==> src/shared/gpp_pkg.sv <==
package gpp_pkg;
  localparam int unsigned NPINS = 8;
  // output driver modes
  typedef enum logic [2:0] {
    GPP_TOTEM  = 3'h0,
    GPP_BUSKEEP = 3'h1,
    GPP_WOR    = 3'h2,
    GPP_WAND   = 3'h3
  } gpp_drive_t;
  // pull selection
  typedef enum logic [1:0] {
    GPP_PULL_NONE = 2'h0,
    GPP_PULL_DOWN = 2'h1,
    GPP_PULL_UP   = 2'h2
  } gpp_pull_t;
  // sense condition
  typedef enum logic [1:0] {
    GPP_SENSE_BOTH = 2'h0,
    GPP_SENSE_RISE = 2'h1,
    GPP_SENSE_FALL = 2'h2,
    GPP_SENSE_LOW  = 2'h3
  } gpp_sense_t;
  // pin write operations
  typedef enum logic [1:0] {
    GPP_OP_SET    = 2'h0,
    GPP_OP_CLR    = 2'h1,
    GPP_OP_TGL    = 2'h2,
    GPP_OP_WRITE  = 2'h3
  } gpp_op_t;
  // clock/event routing select
  typedef enum logic [1:0] {
    GPP_ROUTE_NONE = 2'h0,
    GPP_ROUTE_PER  = 2'h1,
    GPP_ROUTE_RTC  = 2'h2,
    GPP_ROUTE_EVT  = 2'h3
  } gpp_route_t;
  localparam logic [7:0] GPP_RST_BYTE = 8'h00;
  localparam logic [2:0] GPP_RST_CFG  = 3'h0;
  localparam logic [1:0] GPP_RST_2B   = 2'h0;
  localparam logic [2:0] GPP_RST_PIN  = 3'h0;
  localparam logic       GPP_RST_BIT  = 1'b0;
endpackage : gpp_pkg

==> src/rtl/gpp_pin_sense.sv <==
`timescale 1ns/10ps
`default_nettype none
// per-pin synchroniser and condition detector
module gpp_pin_sense (
  input  wire logic              ref_clk,
  input  wire logic              reset_n,
  input  wire logic              pin_in,
  input  wire logic              invert,
  input  wire gpp_pkg::gpp_sense_t sense,
  output logic                   sync_val,
  output logic                   hit
);
  import gpp_pkg::*;
  logic meta_r, meta_nxt, sync_r, sync_nxt, prev_r, prev_nxt;
  logic inv_pin;

  always_comb begin
    inv_pin  = pin_in ^ invert;
    meta_nxt = inv_pin;
    sync_nxt = meta_r;
    prev_nxt = sync_r;
  end

  always_ff @(posedge ref_clk) begin
    if (!reset_n) begin
      meta_r <= GPP_RST_BIT;
      sync_r <= GPP_RST_BIT;
      prev_r <= GPP_RST_BIT;
    end else begin
      meta_r <= meta_nxt;
      sync_r <= sync_nxt;
      prev_r <= prev_nxt;
    end
  end

  always_comb begin
    case (sense)
      GPP_SENSE_BOTH: hit = sync_r ^ prev_r;
      GPP_SENSE_RISE: hit = sync_r & ~prev_r;
      GPP_SENSE_FALL: hit = ~sync_r & prev_r;
      GPP_SENSE_LOW:  hit = ~sync_r;
      default:        hit = 1'b0;
    endcase
  end
  assign sync_val = sync_r;

  a_rise_hit: assert property (@(posedge ref_clk)
    disable iff (!reset_n) (sense == GPP_SENSE_RISE && $rose(sync_r)) |-> hit)
    else $error("rising edge missed");
  a_sync_delay: assert property (@(posedge ref_clk)
    disable iff (!reset_n) $past(reset_n, 2) |-> sync_r == $past(inv_pin, 2))
    else $error("synchroniser depth wrong");
endmodule : gpp_pin_sense
`default_nettype wire

==> src/rtl/gpp_port.sv <==
`timescale 1ns/10ps
`default_nettype none
// Behaviour
// - eight pins, each individually input or output
// - per-pin totem, wired-and/or, keeper, inverted
// - optional pull on inputs and wired modes
// - keeper weakly holds last driven level
// - inverted pins invert before sensing
// - sync sensing with clock, async otherwise
// - edges or low level raise interrupts, events
// - async pin change wakes from sleep
// - two port interrupts with own masks
// - set, clear, toggle touch only one-bits
// - direction change leaves other pins alone
// - one config write hits many pins
// - enabled peripheral overrides pin function
// - clocks and events routable to pins
module gpp_port (
  input  wire logic                 ref_clk,
  input  wire logic                 reset_n,
  // pin side
  input  wire logic [7:0]           pin_in,
  output logic      [7:0]           pin_out,
  output logic      [7:0]           pin_oe,
  output logic      [7:0]           pin_pull_up,
  output logic      [7:0]           pin_pull_dn,
  // software side
  input  wire logic                 out_wr,
  input  wire gpp_pkg::gpp_op_t     out_op,
  input  wire logic [7:0]           out_data,
  input  wire logic                 dir_wr,
  input  wire gpp_pkg::gpp_op_t     dir_op,
  input  wire logic [7:0]           dir_data,
  input  wire logic                 cfg_wr,
  input  wire logic [7:0]           cfg_sel,
  input  wire gpp_pkg::gpp_drive_t  cfg_drive,
  input  wire gpp_pkg::gpp_pull_t   cfg_pull,
  input  wire logic                 cfg_invert,
  input  wire gpp_pkg::gpp_sense_t  cfg_sense,
  input  wire logic [7:0]           int0_mask,
  input  wire logic [7:0]           int1_mask,
  input  wire logic                 clk_enabled,
  input  wire logic [7:0]           flag_clr,
  output logic      [7:0]           out_val,
  output logic      [7:0]           dir_val,
  output logic      [7:0]           in_val,
  output logic      [7:0]           flags,
  output logic                      irq0,
  output logic                      irq1,
  output logic      [7:0]           sense_evt,
  output logic                      wake,
  // peripheral override and routing
  input  wire logic [7:0]           ovr_en,
  input  wire logic [7:0]           ovr_out,
  input  wire logic [7:0]           ovr_oe,
  input  wire logic                 per_clk_in,
  input  wire logic                 rtc_clk_in,
  input  wire logic                 evt_in,
  input  wire gpp_pkg::gpp_route_t  route_sel,
  input  wire logic [2:0]           route_pin
);
  import gpp_pkg::*;

  logic [7:0] out_r, out_nxt, dir_r, dir_nxt, keep_r, keep_nxt;
  logic [7:0] flag_r, flag_nxt;
  gpp_drive_t drive_r [8];
  gpp_drive_t drive_nxt [8];
  gpp_pull_t  pull_r [8];
  gpp_pull_t  pull_nxt [8];
  gpp_sense_t sense_r [8];
  gpp_sense_t sense_nxt [8];
  logic [7:0] inv_r, inv_nxt;
  logic [7:0] sync_v, hit_v, async_hit, drv_val, drv_oe;
  logic       route_val;

  function automatic logic [7:0] apply_op(input gpp_op_t op,
                                          input logic [7:0] cur,
                                          input logic [7:0] d);
    case (op)
      GPP_OP_SET: apply_op = cur | d;
      GPP_OP_CLR: apply_op = cur & ~d;
      GPP_OP_TGL: apply_op = cur ^ d;
      default:    apply_op = d;
    endcase
  endfunction : apply_op

  genvar g;
  generate
    for (g = 0; g < 8; g++) begin : g_pin
      gpp_pin_sense u_sense (
        .ref_clk  (ref_clk),
        .reset_n  (reset_n),
        .pin_in   (pin_in[g]),
        .invert   (inv_r[g]),
        .sense    (sense_r[g]),
        .sync_val (sync_v[g]),
        .hit      (hit_v[g])
      );
    end
  endgenerate

  // configuration and pin state
  always_comb begin
    out_nxt = out_wr ? apply_op(out_op, out_r, out_data)
                     : out_r;
    dir_nxt = dir_wr ? apply_op(dir_op, dir_r, dir_data)
                     : dir_r;
    inv_nxt = inv_r;
    for (int i = 0; i < 8; i++) begin
      drive_nxt[i] = drive_r[i];
      pull_nxt[i]  = pull_r[i];
      sense_nxt[i] = sense_r[i];
      if (cfg_wr && cfg_sel[i]) begin
        drive_nxt[i] = cfg_drive;
        pull_nxt[i]  = cfg_pull;
        sense_nxt[i] = cfg_sense;
        inv_nxt[i]   = cfg_invert;
      end
    end
  end

  // route select and driven value
  always_comb begin
    case (route_sel)
      GPP_ROUTE_PER: route_val = per_clk_in;
      GPP_ROUTE_RTC: route_val = rtc_clk_in;
      GPP_ROUTE_EVT: route_val = evt_in;
      default:       route_val = 1'b0;
    endcase
    for (int i = 0; i < 8; i++) begin
      drv_val[i] = out_r[i] ^ inv_r[i];
      drv_oe[i]  = dir_r[i];
      if (route_sel != GPP_ROUTE_NONE && route_pin == i[2:0]) begin
        drv_val[i] = route_val;
        drv_oe[i]  = 1'b1;
      end
      if (ovr_en[i]) begin
        drv_val[i] = ovr_out[i];
        drv_oe[i]  = ovr_oe[i];
      end
    end
  end

  // pin drivers, pulls and keeper
  always_comb begin
    keep_nxt = keep_r;
    for (int i = 0; i < 8; i++) begin
      pin_out[i]     = drv_val[i];
      pin_oe[i]      = drv_oe[i];
      pin_pull_up[i] = 1'b0;
      pin_pull_dn[i] = 1'b0;
      case (drive_r[i])
        GPP_WOR:  pin_oe[i] = drv_oe[i] & drv_val[i];
        GPP_WAND: pin_oe[i] = drv_oe[i] & ~drv_val[i];
        default:  pin_oe[i] = drv_oe[i];
      endcase
      if (drv_oe[i]) keep_nxt[i] = drv_val[i];
      if (drive_r[i] == GPP_BUSKEEP && !pin_oe[i]) begin
        pin_pull_up[i] = keep_r[i];
        pin_pull_dn[i] = ~keep_r[i];
      end else if (!pin_oe[i] || drive_r[i] == GPP_WOR
                   || drive_r[i] == GPP_WAND) begin
        pin_pull_up[i] = (pull_r[i] == GPP_PULL_UP);
        pin_pull_dn[i] = (pull_r[i] == GPP_PULL_DOWN);
      end
    end
  end

  // async sensing: combinational, no clock needed
  always_comb begin
    for (int i = 0; i < 8; i++) begin
      case (sense_r[i])
        GPP_SENSE_LOW: async_hit[i] = ~(pin_in[i] ^ inv_r[i]);
        default:       async_hit[i] = (pin_in[i] ^ inv_r[i]) ^ sync_v[i];
      endcase
    end
  end

  // sticky flags: set wins over clear
  always_comb begin
    flag_nxt = (flag_r & ~flag_clr) | (clk_enabled ? hit_v : 8'h00);
  end

  always_ff @(posedge ref_clk) begin
    if (!reset_n) begin
      out_r  <= GPP_RST_BYTE;
      dir_r  <= GPP_RST_BYTE;
      keep_r <= GPP_RST_BYTE;
      inv_r  <= GPP_RST_BYTE;
      flag_r <= GPP_RST_BYTE;
      for (int i = 0; i < 8; i++) begin
        drive_r[i] <= GPP_TOTEM;
        pull_r[i]  <= GPP_PULL_NONE;
        sense_r[i] <= GPP_SENSE_BOTH;
      end
    end else begin
      out_r  <= out_nxt;
      dir_r  <= dir_nxt;
      keep_r <= keep_nxt;
      inv_r  <= inv_nxt;
      flag_r <= flag_nxt;
      for (int i = 0; i < 8; i++) begin
        drive_r[i] <= drive_nxt[i];
        pull_r[i]  <= pull_nxt[i];
        sense_r[i] <= sense_nxt[i];
      end
    end
  end

  assign out_val   = out_r;
  assign dir_val   = dir_r;
  assign in_val    = sync_v;
  assign flags     = flag_r;
  assign irq0      = |(flag_r & int0_mask);
  assign irq1      = |(flag_r & int1_mask);
  assign sense_evt = clk_enabled ? hit_v : 8'h00;
  assign wake      = ~clk_enabled & |async_hit;

  a_set_only: assert property (@(posedge ref_clk)
    disable iff (!reset_n) (out_wr && out_op == GPP_OP_SET)
    |=> out_r == ($past(out_r) | $past(out_data)))
    else $error("set op wrong");
  a_clr_only: assert property (@(posedge ref_clk)
    disable iff (!reset_n) (out_wr && out_op == GPP_OP_CLR)
    |=> out_r == ($past(out_r) & ~$past(out_data)))
    else $error("clear op wrong");
  a_dir_others: assert property (@(posedge ref_clk)
    disable iff (!reset_n) (dir_wr && dir_op != GPP_OP_WRITE)
    |=> ((dir_r ^ $past(dir_r)) & ~$past(dir_data)) == 8'h00)
    else $error("direction disturbed");
  a_irq_mask: assert property (@(posedge ref_clk)
    disable iff (!reset_n) ((flag_r & int0_mask) == 8'h00) |-> !irq0)
    else $error("masked irq");
  a_flag_set: assert property (@(posedge ref_clk)
    disable iff (!reset_n) (clk_enabled && hit_v[0]) |=> flag_r[0])
    else $error("flag lost");
  a_ovr_wins: assert property (@(posedge ref_clk)
    disable iff (!reset_n) (ovr_en[0] && drive_r[0] == GPP_TOTEM)
    |-> pin_oe[0] == ovr_oe[0])
    else $error("override ignored");
  a_cfg_multi: assert property (@(posedge ref_clk)
    disable iff (!reset_n) (cfg_wr && cfg_sel[3])
    |=> inv_r[3] == $past(cfg_invert))
    else $error("multi config missed");
  a_no_sync_off: assert property (@(posedge ref_clk)
    disable iff (!reset_n) !clk_enabled
    |=> (flag_r & ~$past(flag_r)) == 8'h00)
    else $error("sync flag set with clock off");

  c_irq0: cover property (@(posedge ref_clk) disable iff (!reset_n) irq0);
  c_irq1: cover property (@(posedge ref_clk) disable iff (!reset_n) irq1);
  c_wake: cover property (@(posedge ref_clk) disable iff (!reset_n) wake);
  c_route: cover property (@(posedge ref_clk) disable iff (!reset_n)
    route_sel == GPP_ROUTE_RTC && pin_oe[route_pin]);
endmodule : gpp_port
`default_nettype wire

==> config.mk <==
export PLATFORM = sky130hd
export DESIGN_NAME = gpp_port
export DESIGN_NICKNAME = d
export VERILOG_FILES = /design/src/shared/gpp_pkg.sv /design/src/rtl/gpp_pin_sense.sv /design/src/rtl/gpp_port.sv
export SDC_FILE = /design/constraint.sdc
export NUM_CORES = 1
export LEC_CHECK = 0
export BUFFER_PORTS_ARGS = -buffer_cell sky130_fd_sc_hd__buf_2
export CAP_MARGIN = 20
export CORE_ASPECT_RATIO = 0.5
export CORE_MARGIN = 4
export CORE_UTILIZATION = 59
export CTS_CLUSTER_SIZE = 20
export DETAILED_ROUTE_END_ITERATION = 8
export GPL_TIMING_DRIVEN = 1
export PLACE_DENSITY_LB_ADDON = 0.12
export SETUP_SLACK_MARGIN = 0.4
export SLEW_MARGIN = 5
export SYNTH_ARGS = -nofsm -noshare
export SYNTH_HDL_FRONTEND = slang
export SYNTH_HIERARCHICAL = 1
export SYNTH_SLANG_ARGS = --single-unit
==> constraint.sdc <==
create_clock -name ref_clk -period 5 [get_ports ref_clk]
set_input_delay 0.5 -clock ref_clk [delete_from_list [all_inputs] [get_ports ref_clk]]
set_output_delay 0.5 -clock ref_clk [all_outputs]
set_load 0.1 [all_outputs]
; ---- Word level (Yosys, flattened, before mapping)
; Memory sizes are Yosys's and may differ from the RTL's.
; Index checks and enable logic that the tools add are counted.
[word_totals]
regBits = 64
mem_bits_rw = 56
out_inout_bits = 75
wordCells = 472
n_memories = 3
[mem_list]
columns = memory, words, width, rd, rd_clocked_by_memory_dff, write_ports, line_no
row1 = drive_r, 8, 3, 8, 0, 8, gpp_port.sv:66  ; gpp_drive_t drive_r [8];
row2 = pull_r, 8, 2, 8, 0, 8, gpp_port.sv:68  ; gpp_pull_t pull_r [8];
row3 = sense_r, 8, 2, 8, 0, 8, gpp_port.sv:70  ; gpp_sense_t sense_r [8];
[classes]
n_eq_ne = 78
muxes = 142
bitwise_logic = 143
reduce_logical = 63
[ops]
columns = cell, n
row1 = $mux 1, 74
row2 = $mux 2, 32
row3 = $eq 2x2->1 const B, 28
row4 = $eq 3x2->1 const B, 18
row5 = $mux 3, 16
row6 = $pmux 8 s3, 2
row7 = $not 1->1, 41
row8 = $and 8x8->8, 5
row9 = $eq 2x1->1 const B, 19
row10 = $and 1x1->1, 33
row11 = $pmux 1 s4, 8
row12 = $xor 1x1->1, 32
row13 = $eq 3x1->1 const B, 9
row14 = $logic_and 1x1->1, 24
row15 = $not 8->8, 3
row16 = $or 1x1->1, 24
row17 = $or 8x8->8, 3
row18 = $reduce_or 8->1, 3
row19 = $logic_not 2->1, 10
row20 = $logic_or 1x1->1, 16
row21 = $pmux 1 s2, 8
row22 = $xor 8x8->8, 2
row23 = $eq 3x3->1 const B, 4
row24 = $logic_not 1->1, 8
row25 = 4 further kinds, 4

; ---- Longest topological paths before layout
; Gate-level depths: netlist of run 1.
[depth]
depth_word = 12
ltp_mapped = 6

; ---- Cells and area by module
; Netlist of run 1, hierarchy kept.
[by_module_without_submodules]
columns = mod, n_inst, cells_per_inst, area_each_um2, seq_area_each_um2
row1 = gpp_port, 1, 743, 6197.2, 1921.8
row2 = gpp_pin_sense, 8, 13, 151.4, 60.1

; ---- Worst setup path after synthesis of run 1
; OpenSTA, ideal clock, no wires.
[synth_timing]
path_kind = reg2out
startpoint = reg out_r[7] (netlist: out_val[7])
endpoint = out pin_oe[7]
arrival_ns = 4.574
setup_slack_ns = -0.074
stages_incl_launch_ff = 6
path_cell_list = dfxtp_1 -> xor2_1 -> o31ai_1 -> a21oi_1 -> xnor2_1 -> a31oi_1
[synth_via]
elab_chain_cells = 6
word_cells_on_any_way = 7
classes_between = 3 x mux / 4 x bitwise
[synth_rtl]
columns = element, line_no
row1 = start: declaration, gpp_port.sv:64  ; logic [7:0] out_r, out_nxt, dir_r, dir_nxt, keep_r, keep_nxt;
row2 = start signal: assignment, gpp_port.sv:197  ; out_r <= out_nxt;
row3 = $xor 1x1->1 *, gpp_port.sv:131  ; drv_val[i] = out_r[i] ^ inv_r[i];
row4 = $mux 1 *, gpp_port.sv:133  ; if (route_sel != GPP_ROUTE_NONE && route_pin == i[2:0]) begin
row5 = $mux 1 *, gpp_port.sv:137  ; if (ovr_en[i]) begin
row6 = net pin_out[7], gpp_port.sv:23  ; output logic [7:0] pin_out,
row7 = $not 1->1, gpp_port.sv:154  ; GPP_WAND: pin_oe[i] = drv_oe[i] & ~drv_val[i];
row8 = $and 1x1->1, gpp_port.sv:154
row9 = $pmux 1 s2 *, gpp_port.sv:152  ; case (drive_r[i])
row10 = end: declaration, gpp_port.sv:24  ; output logic [7:0] pin_oe,
; Mark *: on every way through the listed nets, which the timed path passes. The rest lies on a longest branch.

; ---- Worst setup path in the final report of run 1
[layout_timing]
startpoint = in route_pin[0]
endpoint = out pin_oe[2]
[layout_via]
elab_chain_cells = 7
word_cells_on_any_way = 10
classes_between = 1 x eq/ne / 5 x mux / 3 x bitwise / 1 x reduce/logical
[layout_rtl]
columns = element, line_no
row1 = start: declaration, gpp_port.sv:60  ; input wire logic [2:0] route_pin
row2 = $eq 3x2->1 *, gpp_port.sv:133
row3 = $logic_and 1x1->1 *, gpp_port.sv:133
row4 = $mux 1, gpp_port.sv:133
row5 = $mux 1, gpp_port.sv:137
row6 = $not 1->1, gpp_port.sv:154
row7 = $and 1x1->1, gpp_port.sv:154
row8 = $pmux 1 s2 *, gpp_port.sv:152
; Every way passes the cells marked *; elsewhere a longest branch is shown, timed or not.

==> flow_metrics.py, run 1 <==
metrics = {
    "status": {
        "status": "completed",
    },
    "routing": {
        "vias": 6790,
        "ant_nets": 0,
        "first_pass_iters": 5,
        "dr.first_iter.drc_count": 537,
        "drt_wl_total_um": 20300,
        "post-route-drc-count": 0,
        "vias_per_cell": 5.74,
        "wl_per_cell_um": 17.1,
    },
    "die": {
        "rows": 28,
        "dieArea_um2": 14500,
        "ioPinCount": 181,
        "core-area_um2": 12100,
        "start_util": 0.615,
        "die_w_um": 166,
        "die_h_um": 87.2,
    },
    "clock_network": {
        "cts_buffers": 17,
        "htreeDepth": 4,
        "post_cts_buffers": 0,
        "cts-root-buf": "clkbuf_16",
        "clock_sinks": 120,
        "cts_resized": 0,
        "clkTransAtPathRegs_ps": 50,
        "clk_latency_ps": 410,
        "cts_max_path_buffers": 2,
        "cts_tree": "yes",
        "ctsHoldBuffers": 0,
    },
    "grt": {
        "grt_pass1_wl_um": 32800,
        "grt_pass1_vias": 6471,
        "grt_max_degree": 121,
        "grt_overflow_total": 0,
        "grt_antenna_before_repair": 0,
        "grt.total_usage": 0.282,
    },
    "power_and_ir_drop": {
        "power.internal_uw": 1940,
        "swShare": 0.352,
        "peakVddDrop_v": 0.000216,
        "clkPwrFrac": 0.385,
        "powerDensity_nw_per_um2": 336,
        "comb_power_share": 0.257,
        "p_total_uw": 3000,
        "leakage_uw": 0.00408,
        "pwr-share-seq": 0.358,
        "switchingPower_uw": 1060,
    },
    "placement": {
        "gp_congestion": 0.936,
        "numPortBuffers": 180,
        "dp_hpwl_um": 15100,
        "placed_cells": 1150,
    },
    "yosys": {
        "yosys_warnings": 6,
        "synth_xor_area_frac": 0.0390,
        "synth_mux_area_frac": 0.100,
        "synth_top_family_by_area": "simple AND/OR/NAND/NOR gates",
        "syn_nets": 1001,
        "synth_edf_count": 0,
        "yosys_most_used_dff": "dfxtp_1",
        "ys_types": 53,
        "synth_compound_gate_area_share": 0.179,
        "synthArstFlopShare": 0,
        "syn_avg_cell_area_um2": 8.75,
        "synthAdderAreaFrac": 0.0811,
        "synth-simple-area-share": 0.206,
        "ys_seq_area_frac": 0.324,
        "syn_area_um2": 7410,
        "synth-seq-cells": 120,
        "synth_cells": 847,
    },
    "finish": {
        "finalNonFillerCells": 1183,
        "final_common_cell": "buf_2",
        "multi_input_area_um2": 4490,
        "layout.nets": 1159,
        "area_growth_pct": 20.6,
        "antennaDiodeCount": 0,
        "drive_gt1_frac": 0.241,
        "register_area_um2": 2400,
        "final_cell_mix": "buf_2 (180), dfxtp_1 (120), inv_1 (94)",
        "fillers": 952,
    },
    "timing": {
        "maxSlewViolCount": 0,
        "tns_ps": 0,
        "fin_crit_sh": 0.589,
        "finalSetupViolations": 0,
        "clock.fmax_mhz": 339,
        "tightest_slew_ps": 1030,
        "maxSlewHeadroom": 0.317,
        "finClkSkew_ps": 7.20,
        "min_period_ps": 2950,
        "rsz0062_at_grt": "false",
        "finalHoldViolCount": 0,
    },
    "worst_hold_path": {
        "min_path_type": "in2reg",
    },
    "worst_setup_path": {
        "worstPathArrival_ps": 2450,
        "worst_ep_required_time_ps": 4500,
        "cp-end-kind": "primary output",
        "cp_max_fo": 8,
        "worstSetupPathType": "in2out",
        "worstSetupStartpointType": "input port",
    },
    "run": {
        "cap_violations": 0,
    },
}
layer usage:
| layer | wire length [um] | part of all wire | vias up | track usage |
|---|---|---|---|---|
| met1 | 9040 | 0.45 | 3223 | 0.378 |
| met5 | 0 | 0 | - | 0 |
| met3 | 1920 | 0.095 | 20 | 0.0798 |
| li1 | - | - | 3268 | - |
| met2 | 9070 | 0.45 | 279 | 0.451 |
| met4 | 259 | 0.013 | 0 | 0.0794 |
synth_stat cells, types with 2 or more instances:
| cell type | instances | area [um^2] |
|---|---|---|
| mux2i_1 | 16 | 160 |
| o2111a_1 | 3 | 33.8 |
| a211oi_1 | 6 | 45.0 |
| nor3b_1 | 3 | 22.5 |
| o32ai_1 | 5 | 43.8 |
| nor2_1 | 7 | 26.3 |
| or3_1 | 10 | 62.6 |
| and2_2 | 8 | 60.1 |
| o21ai_1 | 3 | 15.0 |
| ha_1 | 48 | 601 |
| o21a_1 | 11 | 82.6 |
| nand2b_1 | 7 | 43.8 |
| a21boi_0 | 64 | 480 |
| a21oi_1 | 34 | 170 |
| mux4_1 | 8 | 210 |
| inv_1 | 94 | 353 |
| nand2_1 | 89 | 334 |
| nand3b_1 | 5 | 37.5 |
| nor4_1 | 7 | 43.8 |
| o21ai_0 | 14 | 70.1 |
| buf_2 | 2 | 10.0 |
| o211a_1 | 5 | 50.1 |
| a211oi_2 | 2 | 25.0 |
| dfxtp_1 | 120 | 2400 |
| nand4_1 | 4 | 25.0 |
| clkbuf_1 | 35 | 131 |
| a32oi_1 | 4 | 35.0 |
| o21ai_2 | 4 | 35.0 |
| buf_1 | 4 | 15.0 |
| mux4_2 | 16 | 360 |
| nand3_1 | 67 | 335 |
| xnor2_1 | 9 | 78.8 |
| a32o_1 | 2 | 20.0 |
| o32a_1 | 5 | 50.1 |
| a31oi_1 | 3 | 18.8 |
| a22oi_1 | 9 | 67.6 |
| a211o_1 | 5 | 43.8 |
| and2_1 | 26 | 163 |
| nor4b_1 | 10 | 87.6 |
| xor2_1 | 24 | 210 |
| nor2b_1 | 37 | 231 |
final timing paths:
path / start / end / slack [ps] / cells past startpoint
max: route_pin[0] / pin_oe[2] / 2050 / 7
min: flag_clr[0] / flags[0] / 400 / 3
max reg2reg: g_pin[2].u_sense/sync_val / flags[2] / 3220 / 6
min reg2reg: g_pin[1].u_sense/meta_r / g_pin[1].u_sense/sync_val / 430 / 1
critical path: stages:
cell	delay, ps
buf_2	140
nor2_1	470
a21oi_1	140
a211oi_1	310
nor2_1	130
a211oi_1	270
buf_2	480
flip-flops by register name (all words and copies together), names as in the netlist:
register / cells
dir_val: 8
drive_r: 24
flags: 8
g_pin.u_sense/meta_r: 8
g_pin.u_sense/prev_r: 8
g_pin.u_sense/sync_val: 8
inv_r: 8
keep_r: 8
out_val: 8
pull_r: 16
sense_r: 16
through the flow:
step | utilization | hold slack [ps] | area, um^2 | setup WS [ps]
2_1_floorplan | - | 412 | 7410 | 412
3_3_place_gp | 0.693 | 413 | 8360 | 2150
6_report | 0.741 | 395 | 8930 | 2050
5_1_grt | 0.741 | 405 | 8930 | 1900
4_1_cts | 0.739 | 385 | 8910 | 2080
3_5_place_dp | 0.693 | 419 | 8360 | 2100
layout make-up:
cell class | count | area share
sequential | 120 | 0.269
tap | 165 | 0.0231
timing repair buffer | 182 | 0.104
clock inverter | 7 | 0.00771
multi-input combinational | 590 | 0.502
inverter | 94 | 0.0395
clock buffer | 25 | 0.0544
kinds of logic (layout without fill, tap and decap cells):
logic type,after synthesis,count (layout)
AOI/OAI and AO/OA,183,183
xor gates and xnor gates,33,33
adders and majority gates,48,48
buffers and inverters,137,308
DFF,120,120
muxes,41,41
and+or+nand+nor,285,285
power groups by stage:
stage / sequential (uW) / clock, uW / combinational, uW
after floorplan: 1190 / 0 / 493
after global placement: 1090 / 0 / 745
after detailed placement: 1090 / 0 / 764
after CTS: 1070 / 1170 / 768
after global routing: 1080 / 1220 / 821
final: 1070 / 1160 / 770
Power figures use the tool's default switching activity.
==> inputs of run 2 (changes only) <==
Settings changed: CORE_UTILIZATION 59 to 49.
Clock period 5 ns to 2.65 ns, I/O delays scaled along.
==> run 2 against run 1 <==
  * Total power rose by 100%
  * First-iteration DRC count is 41% lower
  * Final area is 12% higher
  * Cell count rose by 4.6%
  * Clock skew up 4.0 ps
  * Hold slack got worse by 260 ps
  * Clock power is 100% higher
  * Critical path depth shrank 1
  * Critical path type is now reg2out
  * Critical endpoint is now pin_oe[7]
==> flow_metrics.py, run 2 (synthesis gave the netlist of run 1 again) <==
metrics = {
    "finish": {
        "regMostFlops": "drive_r",
        "finalNonFillerCells": 1238,
        "layout.nets": 1180,
        "reg_top3": "drive_r: 24 flops, pull_r: 16 flops, sense_r: 16 flops",
        "fin_area_um2": 9970,
        "final_common_cell": "buf_2",
        "register_area_um2": 2500,
        "largest_reg_flops": 24,
        "area_growth_pct": 34.6,
        "final_cell_mix": "buf_2 (142), inv_1 (91), nand2_1 (89)",
        "drive_gt1_frac": 0.351,
        "fillers": 1222,
        "multi_input_area_um2": 4830,
    },
    "worst_setup_path": {
        "crit_path_start": "inv_r[7]",
        "rr_endpoint": "flags[1]",
        "crit_path_end": "pin_oe[7]",
        "rr_startpoint": "g_pin[1].u_sense/sync_val",
        "cp-end-kind": "primary output",
        "worstSetupPathType": "reg2out",
        "cp_max_fo": 4,
        "worstSetupStartpointType": "flip-flop",
        "worst_ep_required_time_ps": 2380,
        "reg2reg_slack_ps": 1020,
        "worstPathArrival_ps": 1970,
        "r2r_cells": 6,
    },
    "timing": {
        "tightest_slew_ps": 623,
        "maxSlewHeadroom": 0.585,
        "fin_ws_ps": 419,
        "finalSetupViolations": 0,
        "clock.fmax_mhz": 448,
        "min_period_ps": 2230,
        "finClkSkew_ps": 11.2,
        "fin_crit_sh": 0.842,
        "maxSlewViolCount": 0,
        "rsz0062_at_grt": "true",
        "tns_ps": 0,
        "finalHoldViolCount": 0,
    },
    "clock_network": {
        "clock_sinks": 120,
        "cts_tree": "yes",
        "cts_max_path_buffers": 2,
        "htreeDepth": 4,
        "cts_buffers": 17,
        "clk_latency_ps": 420,
        "clkTransAtPathRegs_ps": 60,
        "cts-root-buf": "clkbuf_16",
    },
    "power_and_ir_drop": {
        "power.internal_uw": 3930,
        "p_total_uw": 6040,
        "powerDensity_nw_per_um2": 606,
        "pwr-share-seq": 0.336,
        "peakVddDrop_v": 0.000526,
        "comb_power_share": 0.273,
        "switchingPower_uw": 2110,
        "swShare": 0.349,
        "leakage_uw": 0.00434,
        "clkPwrFrac": 0.391,
    },
    "die": {
        "ioPinCount": 181,
        "core-area_um2": 14600,
        "start_util": 0.507,
        "rows": 31,
        "die_h_um": 94.9,
        "die_w_um": 182,
        "dieArea_um2": 17300,
    },
    "placement": {
        "placed_cells": 1186,
        "detailed_place.area_um2": 8840,
        "place_ws_ps": 121,
        "dp_hpwl_um": 15300,
        "gp_congestion": 0.826,
        "numPortBuffers": 180,
    },
    "grt": {
        "grt_overflow_total": 0,
        "grt_antenna_before_repair": 2,
        "grt_pass1_wl_um": 32500,
        "grt_max_degree": 121,
        "grt.total_usage": 0.237,
        "grt_pass1_vias": 6428,
    },
    "routing": {
        "wl_per_cell_um": 16.7,
        "first_pass_iters": 5,
        "vias_per_cell": 5.50,
        "drt_wl_total_um": 20700,
        "vias": 6808,
        "dr.first_iter.drc_count": 318,
        "post-route-drc-count": 0,
        "ant_nets": 0,
    },
    "run": {
        "cap_violations": 0,
    },
    "status": {
        "status": "completed",
    },
    "worst_hold_path": {
        "min_path_type": "in2reg",
    },
}
## run 2: changes by cell type in the layout (fill, tap and decap cells not counted), moves of 7 or more
cell | previous run | this run
and2_4 | 0 | 8
buf_4 | 1 | 32
mux4_2 | 16 | 23
a21oi_2 | 0 | 9
a21oi_1 | 34 | 24
dfxtp_2 | 0 | 16
and2_1 | 26 | 18
dfxtp_4 | 0 | 20
buf_2 | 180 | 142
dfxtp_1 | 120 | 84
mux4_1 | 8 | 1
buf_12 | 1 | 20
## run 2: worst min-delay path by stage
stage,from,endpoint,slack (ps),cells past startpoint
after detailed placement,g_pin[3].u_sense/meta_r,g_pin[3].u_sense/sync_val,420,1
after floorplan,reset_n,g_pin[0].u_sense/sync_val,390,1
final,flag_clr[2],flags[2],140,3
after CTS,flag_clr[2],flags[2],130,3
after global placement,g_pin[2].u_sense/meta_r,g_pin[2].u_sense/sync_val,410,1
after global routing,flag_clr[2],flags[2],140,3
## run 2: layout make-up
class,instances,share of cell area
clock inverters,14,0.0176
clock buffers,18,0.0430
diodes,1,0.000251
inverters,94,0.0354
well taps,198,0.0248
multi-input cells,590,0.484
flip-flops and latches,120,0.250
repair buffers,203,0.145
## run 2: worst max-delay path, stage by stage, from the launching register on
cell,delay [ps]
dfxtp_2,380
xor2_1,180
o31ai_2,270
a21oi_4,70
xnor2_1,170
a31oi_4,170
buf_4,310
## run 2: power by group through the flow
stage / clock network [uW] / logic [uW] / registers (uW)
3_3_place_gp: 0 / 1490 / 2060
3_5_place_dp: 0 / 1520 / 2070
6_report: 2360 / 1650 / 2030
5_1_grt: 2470 / 1760 / 2050
2_1_floorplan: 0 / 968 / 2250
4_1_cts: 2400 / 1590 / 2030
## run 2: layer usage
metal  track usage  vias to the layer above  wire length, um
met4        0.0680                        2              249
li1              -                     3321                -
met2         0.376                      220             9130
met3        0.0646                       25             1660
met5             0                        -               13
met1         0.321                     3240             9610
## run 2: through the flow
stage,hold slack [ps],util
2_1_floorplan,386,-
3_3_place_gp,413,0.604
3_5_place_dp,418,0.604
4_1_cts,131,0.664
5_1_grt,144,0.682
6_report,136,0.682
## run 2: timing repair
| item | in CTS | in global routing |
|---|---|---|
| endpoints found under the setup margin | 32 | 31 |
| pin swaps | 5 | 15 |
| setup buffers | 6 | 13 |
| hold buffers | 0 | 0 |
| gates resized for setup | 76 | 56 |
